**src/design/pic_cfg.svh**
```systemverilog
// offsets, field positions, reset values and vectors of the interrupt block
`ifndef PIC_CFG_SVH
`define PIC_CFG_SVH

// register indices (nibble addresses); byte address is four times the index
`define PIC_IDX_R000 8'h00
`define PIC_IDX_R001 8'h01
`define PIC_IDX_R002 8'h02
`define PIC_IDX_R003 8'h03
`define PIC_IDX_R023 8'h23

// field positions: the mask of each source sits one bit above its flag
`define PIC_BIT_GLB_EN 0
`define PIC_BIT_WAKE_F 2
`define PIC_BIT_EXT_F 0
`define PIC_BIT_TMR_A_F 0
`define PIC_BIT_TMR_B_F 2
`define PIC_BIT_TMR_C_F 0
`define PIC_BIT_SER_F 2
`define PIC_BIT_ADC_F 2

// reset values
`define PIC_RST_GLB_EN 1'b0
`define PIC_RST_FLAGS 7'h00
`define PIC_RST_MASKS 7'h7f

// vector addresses
`define PIC_VEC_RESET 16'h0000
`define PIC_VEC_WAKE 16'h0002
`define PIC_VEC_EXT 16'h0004
`define PIC_VEC_TMR_A 16'h0008
`define PIC_VEC_TMR_B 16'h000a
`define PIC_VEC_TMR_C 16'h000c
`define PIC_VEC_SER_ADC 16'h000e

`endif

```
**src/design/pic_pkg.sv**
```systemverilog
// types shared by the interrupt block and its bench
package pic_pkg;

  typedef enum logic [1:0] {
    PIC_IDLE,
    PIC_FINISH,
    PIC_SAVE,
    PIC_JUMP
  } pic_state_t;

  // hardware event sources, each a one-cycle pulse
  typedef struct packed {
    logic [2:0] tmr_ovf;
    logic ser_done;
    logic ser_halt;
    logic adc_done;
  } pic_evt_t;

  // acceptance sequence towards the cpu sequencer
  typedef struct packed {
    logic finish;
    logic save;
    logic pc_load;
    logic [15:0] vector;
  } pic_seq_t;

endpackage : pic_pkg

```
**src/design/pic_top.sv**
```systemverilog
// priority interrupt controller with apb access to its control bits
//
// What this block does
// RQ1: seven sources: wake, ext, three timers, serial, adc
// RQ2: per-source flag, mask, vector; one global enable
// RQ3: serial and adc share vector 000e
// RQ4: control bits at nibble addresses 000-003, 023
// RQ5: software can never set a request flag
// RQ6: reset: enable, flags to 0; masks to 1
// RQ7: request is flag and not mask, gated enable
// RQ8: lowest priority number wins among pending
// RQ9: vectors reset 0000, wake 0002, ext 0004, a 0008
// RQ10: vectors b 000a, c 000c, serial/adc 000e
// RQ11: first cycle: cpu finishes current instruction
// RQ12: second cycle clears global enable
// RQ13: second, third cycles push carry, status, pc
// RQ14: third cycle loads pc with vector
// RQ15: vector slot should hold a long jump
// RQ16: handler clears its flag; hardware does not
// RQ17: return instruction sets enable; acceptance clears it
// RQ18: wake pin falling edge sets wake flag; the block ignores it while stop_mode_i is high
// RQ19: ext pin falling edge sets ext flag
// RQ20: timer overflow sets that timer's flag
// RQ21: serial done or halted sets serial flag
//
// The register offsets and the APB slave port are this design's own decisions.

`include "pic_cfg.svh"

module pic_top
  import pic_pkg::*;
#(
  parameter int ADDR_W = 12
) (
  // clock and reset
  input wire logic clk_i,
  input wire logic rst_n_i,
  // apb slave
  input wire logic psel_i,
  input wire logic penable_i,
  input wire logic pwrite_i,
  input wire logic [ADDR_W-1:0] paddr_i,
  input wire logic [31:0] pwdata_i,
  output logic [31:0] prdata_o,
  output logic pready_o,
  output logic pslverr_o,
  // interrupt pins, active low; stop mode input, active high
  input wire logic wake_pin_n_i,
  input wire logic ext_irq_pin_n_i,
  input wire logic stop_mode_i,
  // peripheral events
  input wire pic_evt_t evt_i,
  // cpu sequencer
  input wire logic return_from_irq_instr_i,
  output pic_seq_t seq_o
);

  // ---------------------------------------------------------------
  // source map
  // ---------------------------------------------------------------
  localparam int NSRC = 7; // RQ1
  localparam logic [7:0] SRC_IDX [NSRC] = '{
    `PIC_IDX_R000, `PIC_IDX_R001, `PIC_IDX_R002, `PIC_IDX_R002,
    `PIC_IDX_R003, `PIC_IDX_R023, `PIC_IDX_R003
  };
  localparam int SRC_BIT [NSRC] = '{
    `PIC_BIT_WAKE_F, `PIC_BIT_EXT_F, `PIC_BIT_TMR_A_F, `PIC_BIT_TMR_B_F,
    `PIC_BIT_TMR_C_F, `PIC_BIT_SER_F, `PIC_BIT_ADC_F
  };
  // per-source reset values, one bit per flag or mask
  localparam logic [6:0] RST_FLAGS = `PIC_RST_FLAGS;
  localparam logic [6:0] RST_MASKS = `PIC_RST_MASKS;

  logic [6:0] req_flag_reg;
  logic [6:0] req_mask_reg;
  logic global_irq_enable_reg;
  logic wake_prev_reg;
  logic ext_prev_reg;
  logic pready_reg;
  logic pslverr_reg;
  logic [31:0] prdata_reg;
  pic_state_t state_reg;
  pic_seq_t seq_reg;

  logic [6:0] evt;
  logic [6:0] pend;
  logic [6:0] sw_clr;
  logic [6:0] mask_wr;
  logic [15:0] sel_vec;
  logic start;
  logic acc;
  logic wr_en;
  logic hit;
  logic [7:0] idx;
  logic [3:0] rd_nib;

  // ---------------------------------------------------------------
  // apb slave
  // ---------------------------------------------------------------
  // one wait state: pready rises in the second access cycle, so the
  // answer always comes from flops
  assign acc = psel_i && penable_i && !pready_reg;
  assign wr_en = psel_i && penable_i && pready_reg && pwrite_i;
  assign idx = paddr_i[9:2];

  always_comb begin
    hit = 1'b0;
    if (paddr_i[ADDR_W-1:10] == '0) begin
      hit = (idx == `PIC_IDX_R000) || (idx == `PIC_IDX_R001) ||
            (idx == `PIC_IDX_R002) || (idx == `PIC_IDX_R003) ||
            (idx == `PIC_IDX_R023); // RQ4
    end
  end

  // read nibble; reserved bits read as zero
  always_comb begin
    rd_nib = 4'h0;
    if (hit && idx == `PIC_IDX_R000) begin
      rd_nib[`PIC_BIT_GLB_EN] = global_irq_enable_reg;
    end
    for (int i = 0; i < NSRC; i++) begin
      if (hit && idx == SRC_IDX[i]) begin
        rd_nib[SRC_BIT[i]] = req_flag_reg[i]; // RQ4
        rd_nib[SRC_BIT[i] + 1] = req_mask_reg[i];
      end
    end
  end

  always_ff @(posedge clk_i or negedge rst_n_i) begin
    if (!rst_n_i) begin
      pready_reg <= 1'b0;
      pslverr_reg <= 1'b0;
      prdata_reg <= 32'h0000_0000;
    end else begin
      pready_reg <= acc;
      pslverr_reg <= acc && !hit;
      if (acc && !pwrite_i) begin
        prdata_reg <= {28'h000_0000, rd_nib};
      end
    end
  end

  // ---------------------------------------------------------------
  // request flags and masks
  // ---------------------------------------------------------------
  always_ff @(posedge clk_i or negedge rst_n_i) begin
    if (!rst_n_i) begin
      wake_prev_reg <= 1'b1;
      ext_prev_reg <= 1'b1;
    end else begin
      wake_prev_reg <= wake_pin_n_i;
      ext_prev_reg <= ext_irq_pin_n_i;
    end
  end

  // leaving stop mode by the wake pin does not set the flag
  assign evt[0] = wake_prev_reg && !wake_pin_n_i && !stop_mode_i; // RQ18
  assign evt[1] = ext_prev_reg && !ext_irq_pin_n_i; // RQ19
  assign evt[4:2] = evt_i.tmr_ovf; // RQ20
  assign evt[5] = evt_i.ser_done || evt_i.ser_halt; // RQ21
  assign evt[6] = evt_i.adc_done;

  for (genvar g = 0; g < NSRC; g++) begin : g_src
    // writing 0 clears a flag, writing 1 leaves it alone
    assign sw_clr[g] = wr_en && hit && idx == SRC_IDX[g] &&
                       !pwdata_i[SRC_BIT[g]]; // RQ5
    assign mask_wr[g] = wr_en && hit && idx == SRC_IDX[g];

    // an event in the clearing cycle wins; acceptance never clears
    always_ff @(posedge clk_i or negedge rst_n_i) begin
      if (!rst_n_i) begin
        req_flag_reg[g] <= RST_FLAGS[g]; // RQ6
      end else if (evt[g]) begin
        req_flag_reg[g] <= 1'b1; // RQ5
      end else if (sw_clr[g]) begin
        req_flag_reg[g] <= 1'b0; // RQ16
      end
    end

    always_ff @(posedge clk_i or negedge rst_n_i) begin
      if (!rst_n_i) begin
        req_mask_reg[g] <= RST_MASKS[g]; // RQ6
      end else if (mask_wr[g]) begin
        req_mask_reg[g] <= pwdata_i[SRC_BIT[g] + 1]; // RQ2
      end
    end
  end

  assign pend = req_flag_reg & ~req_mask_reg; // RQ7

  // ---------------------------------------------------------------
  // global enable
  // ---------------------------------------------------------------
  always_ff @(posedge clk_i or negedge rst_n_i) begin
    if (!rst_n_i) begin
      global_irq_enable_reg <= `PIC_RST_GLB_EN; // RQ6
    end else if (state_reg == PIC_SAVE) begin
      global_irq_enable_reg <= 1'b0; // RQ12
    end else if (return_from_irq_instr_i) begin
      global_irq_enable_reg <= 1'b1; // RQ17
    end else if (wr_en && hit && idx == `PIC_IDX_R000) begin
      global_irq_enable_reg <= pwdata_i[`PIC_BIT_GLB_EN]; // RQ2
    end
  end

  // ---------------------------------------------------------------
  // priority and vector
  // ---------------------------------------------------------------
  always_comb begin
    if (pend[0]) begin
      sel_vec = `PIC_VEC_WAKE; // RQ8 RQ9
    end else if (pend[1]) begin
      sel_vec = `PIC_VEC_EXT; // RQ9
    end else if (pend[2]) begin
      sel_vec = `PIC_VEC_TMR_A; // RQ9
    end else if (pend[3]) begin
      sel_vec = `PIC_VEC_TMR_B; // RQ10
    end else if (pend[4]) begin
      sel_vec = `PIC_VEC_TMR_C; // RQ10
    end else if (pend[5] || pend[6]) begin
      sel_vec = `PIC_VEC_SER_ADC; // RQ3 RQ10
    end else begin
      sel_vec = `PIC_VEC_RESET;
    end
  end

  assign start = state_reg == PIC_IDLE && global_irq_enable_reg &&
                 (pend != 7'h00); // RQ7

  // ---------------------------------------------------------------
  // acceptance sequence
  // ---------------------------------------------------------------
  // the vector is frozen at acceptance so a later, higher request
  // cannot redirect a sequence already under way
  always_ff @(posedge clk_i or negedge rst_n_i) begin
    if (!rst_n_i) begin
      state_reg <= PIC_IDLE;
      seq_reg <= '0;
    end else begin
      case (state_reg)
        PIC_IDLE: begin
          seq_reg.save <= 1'b0;
          seq_reg.pc_load <= 1'b0;
          if (start) begin
            state_reg <= PIC_FINISH;
            seq_reg.finish <= 1'b1; // RQ11
            seq_reg.vector <= sel_vec;
          end
        end
        PIC_FINISH: begin
          state_reg <= PIC_SAVE;
          seq_reg.finish <= 1'b0;
          seq_reg.save <= 1'b1; // RQ13
        end
        PIC_SAVE: begin
          state_reg <= PIC_JUMP;
          seq_reg.pc_load <= 1'b1; // RQ14
        end
        PIC_JUMP: begin
          state_reg <= PIC_IDLE;
          seq_reg.save <= 1'b0;
          seq_reg.pc_load <= 1'b0;
        end
        default: begin
          state_reg <= PIC_IDLE;
          seq_reg <= '0;
        end
      endcase
    end
  end

  // ---------------------------------------------------------------
  // outputs
  // ---------------------------------------------------------------
  assign prdata_o = prdata_reg;
  assign pready_o = pready_reg;
  assign pslverr_o = pslverr_reg;
  assign seq_o = seq_reg;
endmodule : pic_top

```
**config.mk**
```make
export PLATFORM = sky130hd
export DESIGN_NAME = pic_top
export DESIGN_NICKNAME = d
export VERILOG_FILES = /design/src/design/pic_pkg.sv /design/src/design/pic_top.sv
export VERILOG_INCLUDE_DIRS = /design/src /design/src/design
export SDC_FILE = /design/constraint.sdc
export NUM_CORES = 1
export LEC_CHECK = 0
export BUFFER_PORTS_ARGS = -buffer_cell sky130_fd_sc_hd__buf_2
export CAP_MARGIN = 20
export CORE_MARGIN = 3
export CORE_UTILIZATION = 39
export CTS_BUF_LIST = sky130_fd_sc_hd__clkbuf_16
export DETAILED_ROUTE_END_ITERATION = 10
export GPL_TIMING_DRIVEN = 0
export HOLD_SLACK_MARGIN = 0.15
export PLACE_DENSITY_LB_ADDON = 0.12
export SYNTH_ARGS = -nofsm -noshare
export SYNTH_HDL_FRONTEND = slang
export SYNTH_SLANG_ARGS = --single-unit
export TNS_END_PERCENT = 100
```
**constraint.sdc**
```tcl
create_clock -name clk_i -period 1.9 [get_ports clk_i]
set_input_delay 0.19 -clock clk_i [delete_from_list [all_inputs] [get_ports clk_i]]
set_output_delay 0.19 -clock clk_i [all_outputs]
set_load 0.05 [all_outputs]
```
* Word level (Yosys, flattened, before mapping) *
Cells that the tools add are included.

word-level totals
  register bits = 44
  word-level logic and storage cells = 134

cells by class
  equality and inequality tests = 8
  multiplexer cells = 38
  bitwise operators = 2
  reduce and logical (&&, ||, !) cells = 61

operator list
  operator                                       number
  logical AND 1 bit                              29
  2-to-1 mux 4 bit                               6
  2-to-1 mux 1 bit                               20
  nonzero test 2 bit                             10
  == test 8 x 2 -> 1 bit, second input constant  2
  2-to-1 mux 2 bit                               8
  == test 8 x 1 -> 1 bit, second input constant  1
  == test 8 x 6 -> 1 bit, second input constant  1
  zero test 1 bit                                8
  zero test 8 bit                                1
  case mux 2 bit (4 select lines)                1
  AND 7 bit                                      1
  inverter 7 bit                                 1
  nonzero test 7 bit                             1
  logical OR 1 bit                               6
  case mux 1 bit (2 select lines)                3
  == test 2 bit, second input constant           2
  zero test 2 bit                                2
  AND reduction 2 bit                            2
  nonzero test 3 bit                             1
  == test 2 x 1 -> 1 bit, second input constant  1
  inequality test 2 bit, second input constant   1
  OR reduction 2 bit                             1

* Logic depth before layout (Yosys ltp) *
  word-level depth = 11
  mapped depth = 7
  mapped depth without buffers = 7

* Least setup slack after synthesis *
Ideal clock, no wire load.

  path kind = register to register
  start = register req_mask_reg[5]
  end = register state_reg[1]
  library setup time = 0.125 ns
  arrival = 1.715 ns
  data required time = 1.775 ns
  path slack = 0.060 ns
  cell stages (with the launch flop) = 6
  buffers on the path = 0
  period minus slack after synthesis = 1.840 ns
  cell sequence = dfstp_2 > inv_1 > a221o_1 > o41ai_2 > nand2_1 > mux2_4

on the way
  longest elaborated chain between the ends = 5

RTL lines
  what                                    line            RTL
  from (decl)                             pic_top.sv:75   logic [6:0] req_mask_reg;
  from (signal, indexed assignment)       pic_top.sv:182  req_mask_reg[g] <= RST_MASKS[g];
  from (signal, indexed assignment)       pic_top.sv:184  req_mask_reg[g] <= pwdata_i[SRC_BIT[g] + 1];
  inverter 7 bit                          pic_top.sv:189  assign pend = req_flag_reg & ~req_mask_reg;
  AND 7 bit                               pic_top.sv:189
  nonzero test 7 bit                      pic_top.sv:228  (pend != 7'h00);
  logical AND 1 bit                       pic_top.sv:227  assign start = state_reg == PIC_IDLE && global_irq_enable_reg &&
  inequality test 2 bit (no source line)  --
  to (signal assigned)                    pic_top.sv:237  state_reg <= PIC_IDLE;
  to (signal assigned)                    pic_top.sv:245  state_reg <= PIC_FINISH;
  to (signal assigned)                    pic_top.sv:251  state_reg <= PIC_SAVE;
  to (decl)                               pic_top.sv:82   pic_state_t state_reg;

No other way between the ends.
A chain may end at the register's enable or synchronous reset.

* Final worst setup path *
Ends and elaborated chain as after synthesis.

==> run_results.csv <==
group,metric,value,unit
timing,report.final.setup_viol,0,
cts,cts_root_buffer,"clkbuf_16",
min_path,hold_path.class,"in -> reg",
finish,stdcell_area,2550,um^2
die,fp.dieArea,5770,um^2
critical_path,arrival,1.99,ns
yosys,synth_area_leader_cell,"dfrtp_1",
detailed_routing,vias,1506,
timing,finalHoldViolCount,0,
pwr,share_comb_of_total_power,37.9,%
placement,preCtsSetupSlack,-0.0413,ns
pwr,p_leak,0.00126,uW
timing,rsz0062_at_grt,"true",
timing,report.final.slew_viol_count,0,
run,cap_violations,0,
die,placementRows,24,
run_status,status,"complete, no violations",
yosys,synth_top_area_share,28.8,%
placement,placed_area,2330,um^2
die,coreArea,4530,um^2
yosys,synthCells,198,
timing,timing.slew.headroom,53.7,%
global_routing,grt_max_degree,32,
timing,fin_worst_skew,0.00449,ns
pwr,powerDensity,991,nW/um^2
critical_path,crit_fanout,3,
global_routing,grt-ovfl-total,0,
detailed_routing,drt-wirelength-per-cell,11.1,um
yosys,yosys-top-cells-count,"buf_4 (42), dfrtp_1 (22), nand2_1 (19)",
yosys,synthFlopType,"dfrtp_1",
pwr,power,2530,uW
yosys,synth_edf_count,0,
cts,htree_levels,2,
timing,postLayoutSetupSlackWorst,0.0668,ns
finish,fin_nets,356,
critical_path,critical_path.top_delay_family,"compound AO/OA/AOI/OAI gates",
yosys,postSynthAreaPerCell,9.64,um^2
critical_path,crit_buf_inv,1,
pwr,vdd_drop_max,779,uV
detailed_routing,drtPass1Iterations,4,
cts,cts_tree,"built",
global_routing,antenna_found_initial,0,
critical_path,required,2.06,ns
cts,path_clk_slew,0.05,ns
detailed_routing,drtIter0Drc,37,
finish,antenna_cells,0,
global_routing,grt_first_pass_wirelength,6.82,mm
critical_path,critPathCaptureType,"flop",
cts,cts_sinks,31,
pwr,p_int,1570,uW
detailed_routing,ant_nets,0,
detailed_routing,vias_per_cell,4.22,
yosys,synth-async-reset-ratio,100,%
cts,cts_buffer_depth,2,
pwr,pwr-share-clk,29.1,%
placement,place.port_buffers,38,
timing,worst_pin_slew,0.695,ns
yosys,yosys_warnings,0,
pwr,p_switching,959,uW
global_routing,grtUsageTotal,14.5,%
timing,finalCritPeriodShare,96.5,%
yosys,synth.most_common_cell,"buf_4",
die,die_w,76.0,um
detailed_routing,routed_wl,3.97,mm
critical_path,cp_cell_sequence,"inv_2, a221o_1, o41ai_2, nand2_1, mux2_4",
finish,drive_above_1_share,37.7,%
cts,clk_latency,0.27,ns
critical_path,crit_type,"reg -> reg",
pwr,sw_frac_of_total,38.0,%
critical_path,slowest_stage,"dfstp_2",
placement,hpwlAfterDp,3.03,mm
placement,gp_congestion,0.759,
yosys,synthTopCellsByArea,"dfrtp_1 (29%), buf_4 (17%), dfstp_2 (12%)",
global_routing,grt_pass1_vias,1515,
yosys,yosys_register_bits,31,
critical_path,max_stage_delay,0.54,ns
pwr,seqPwrFrac,33.0,%
detailed_routing,drc_errors,0,
critical_path,critPathLaunchType,"flop",
timing,min_period,1.83,ns
yosys,synth_area,1910,um^2
cts,numCtsBuffers,5,
yosys,synth.distinct_cells,38,
timing,fin_tns_setup,0,ns
die,start_util,42.1,%
die,ios,112,
finish,area_delta_synth_final,33.4,%
die,die_y,76.0,um
yosys,ys_seq_area_share,41.2,%
timing,fmax,545,MHz
==> repair_timing <==
item / in CTS / in global routing
endpoints found under the setup margin: 1 / 1
setup buffers: 0 / 0
gates cloned: 0 / 0
hold buffers: 8 / 0
pin swaps: 1 / 0
gates resized for setup: 0 / 1
hold endpoints to repair: 30 / 0
==> routing by layer <==
layer / vias up / global-route usage [%] / share of wire, %
li1: 778 / - / -
met3: 7 / 5.20 / 7.1
met5: - / 0 / 0
met4: 0 / 3.26 / 0.93
met2: 54 / 25.1 / 48
met1: 667 / 17.4 / 44
==> layout by cell type (no fill, tap or decap), types with 3 or more instances in the layout <==
master         count
buf_4             42
conb_1            41
buf_2             38
dfrtp_1           22
nand2_1           19
o21ai_0           15
inv_1              9
mux2_2             9
dfstp_2            9
nor2_1             8
nand2b_1           8
dlygate4sd3_1      8
a21oi_1            6
ha_1               6
nor3_1             5
nor2b_1            5
clkbuf_16          5
clkbuf_1           3
nor4_1             3
==> cell families after synthesis <==
logic type / after synthesis / synth area share (%)
flops: 31 / 41.2
simple gates: 59 / 17.0
buf+inv: 54 / 18.9
other cells: 1 / 0.196
compound gates: 36 / 12.2
fa+ha+maj: 6 / 3.93
mux: 11 / 6.62
==> tightest hold or removal path: cells and delay by family <==
family	cells	cell delay, ns
simple gates	3	0.12
buf+inv	1	0.08
==> area by class of cell <==
| cell class | count | area (um^2) |
|---|---|---|
| clock inverter | 3 | 11.3 |
| tap | 65 | 81.3 |
| fill | 451 | 1990 |
| multi-input combinational | 153 | 912 |
| timing repair buffer | 46 | 270 |
| clock buffer | 5 | 125 |
| inverter | 9 | 33.8 |
| buffer | 45 | 327 |
| sequential | 31 | 787 |
==> metrics by stage <==
| step | utilization (%) | hold WS, ns | instances |
|---|---|---|---|
| after floorplan | - | -0.106 | 238 |
| after global placement | 51.4 | 0.272 | 341 |
| after detailed placement | 51.4 | 0.277 | 341 |
| after CTS | 56.2 | 0.151 | 357 |
| after global routing | 56.2 | 0.167 | 357 |
| final | 56.2 | 0.156 | 357 |
==> power by group through the flow <==
stage               combinational (uW)  sequential, uW  clock, uW
finish                             958             833        734
global route                      1040             846        783
CTS                                969             836        755
detailed placement                 949             844          0
global placement                   942             840          0
floorplan                          571            1040          0
==> worst paths after layout <==
kind,slack (ns),endpoint,cells past startpoint,from
worst min-delay path,0.16,req_flag_reg[0],4,stop_mode_i
worst max register to register,0.07,state_reg[1],5,req_mask_reg[5]
worst min register to register,0.47,prdata_o[3],2,prdata_o[3]
worst max-delay path,0.07,state_reg[1],5,req_mask_reg[5]
max in group asynchronous,0.94,prdata_o[0],2,rst_n_i
min in group asynchronous,0.50,seq_o[16],2,rst_n_i
Note: power is estimated with default switching activity, not from simulation.
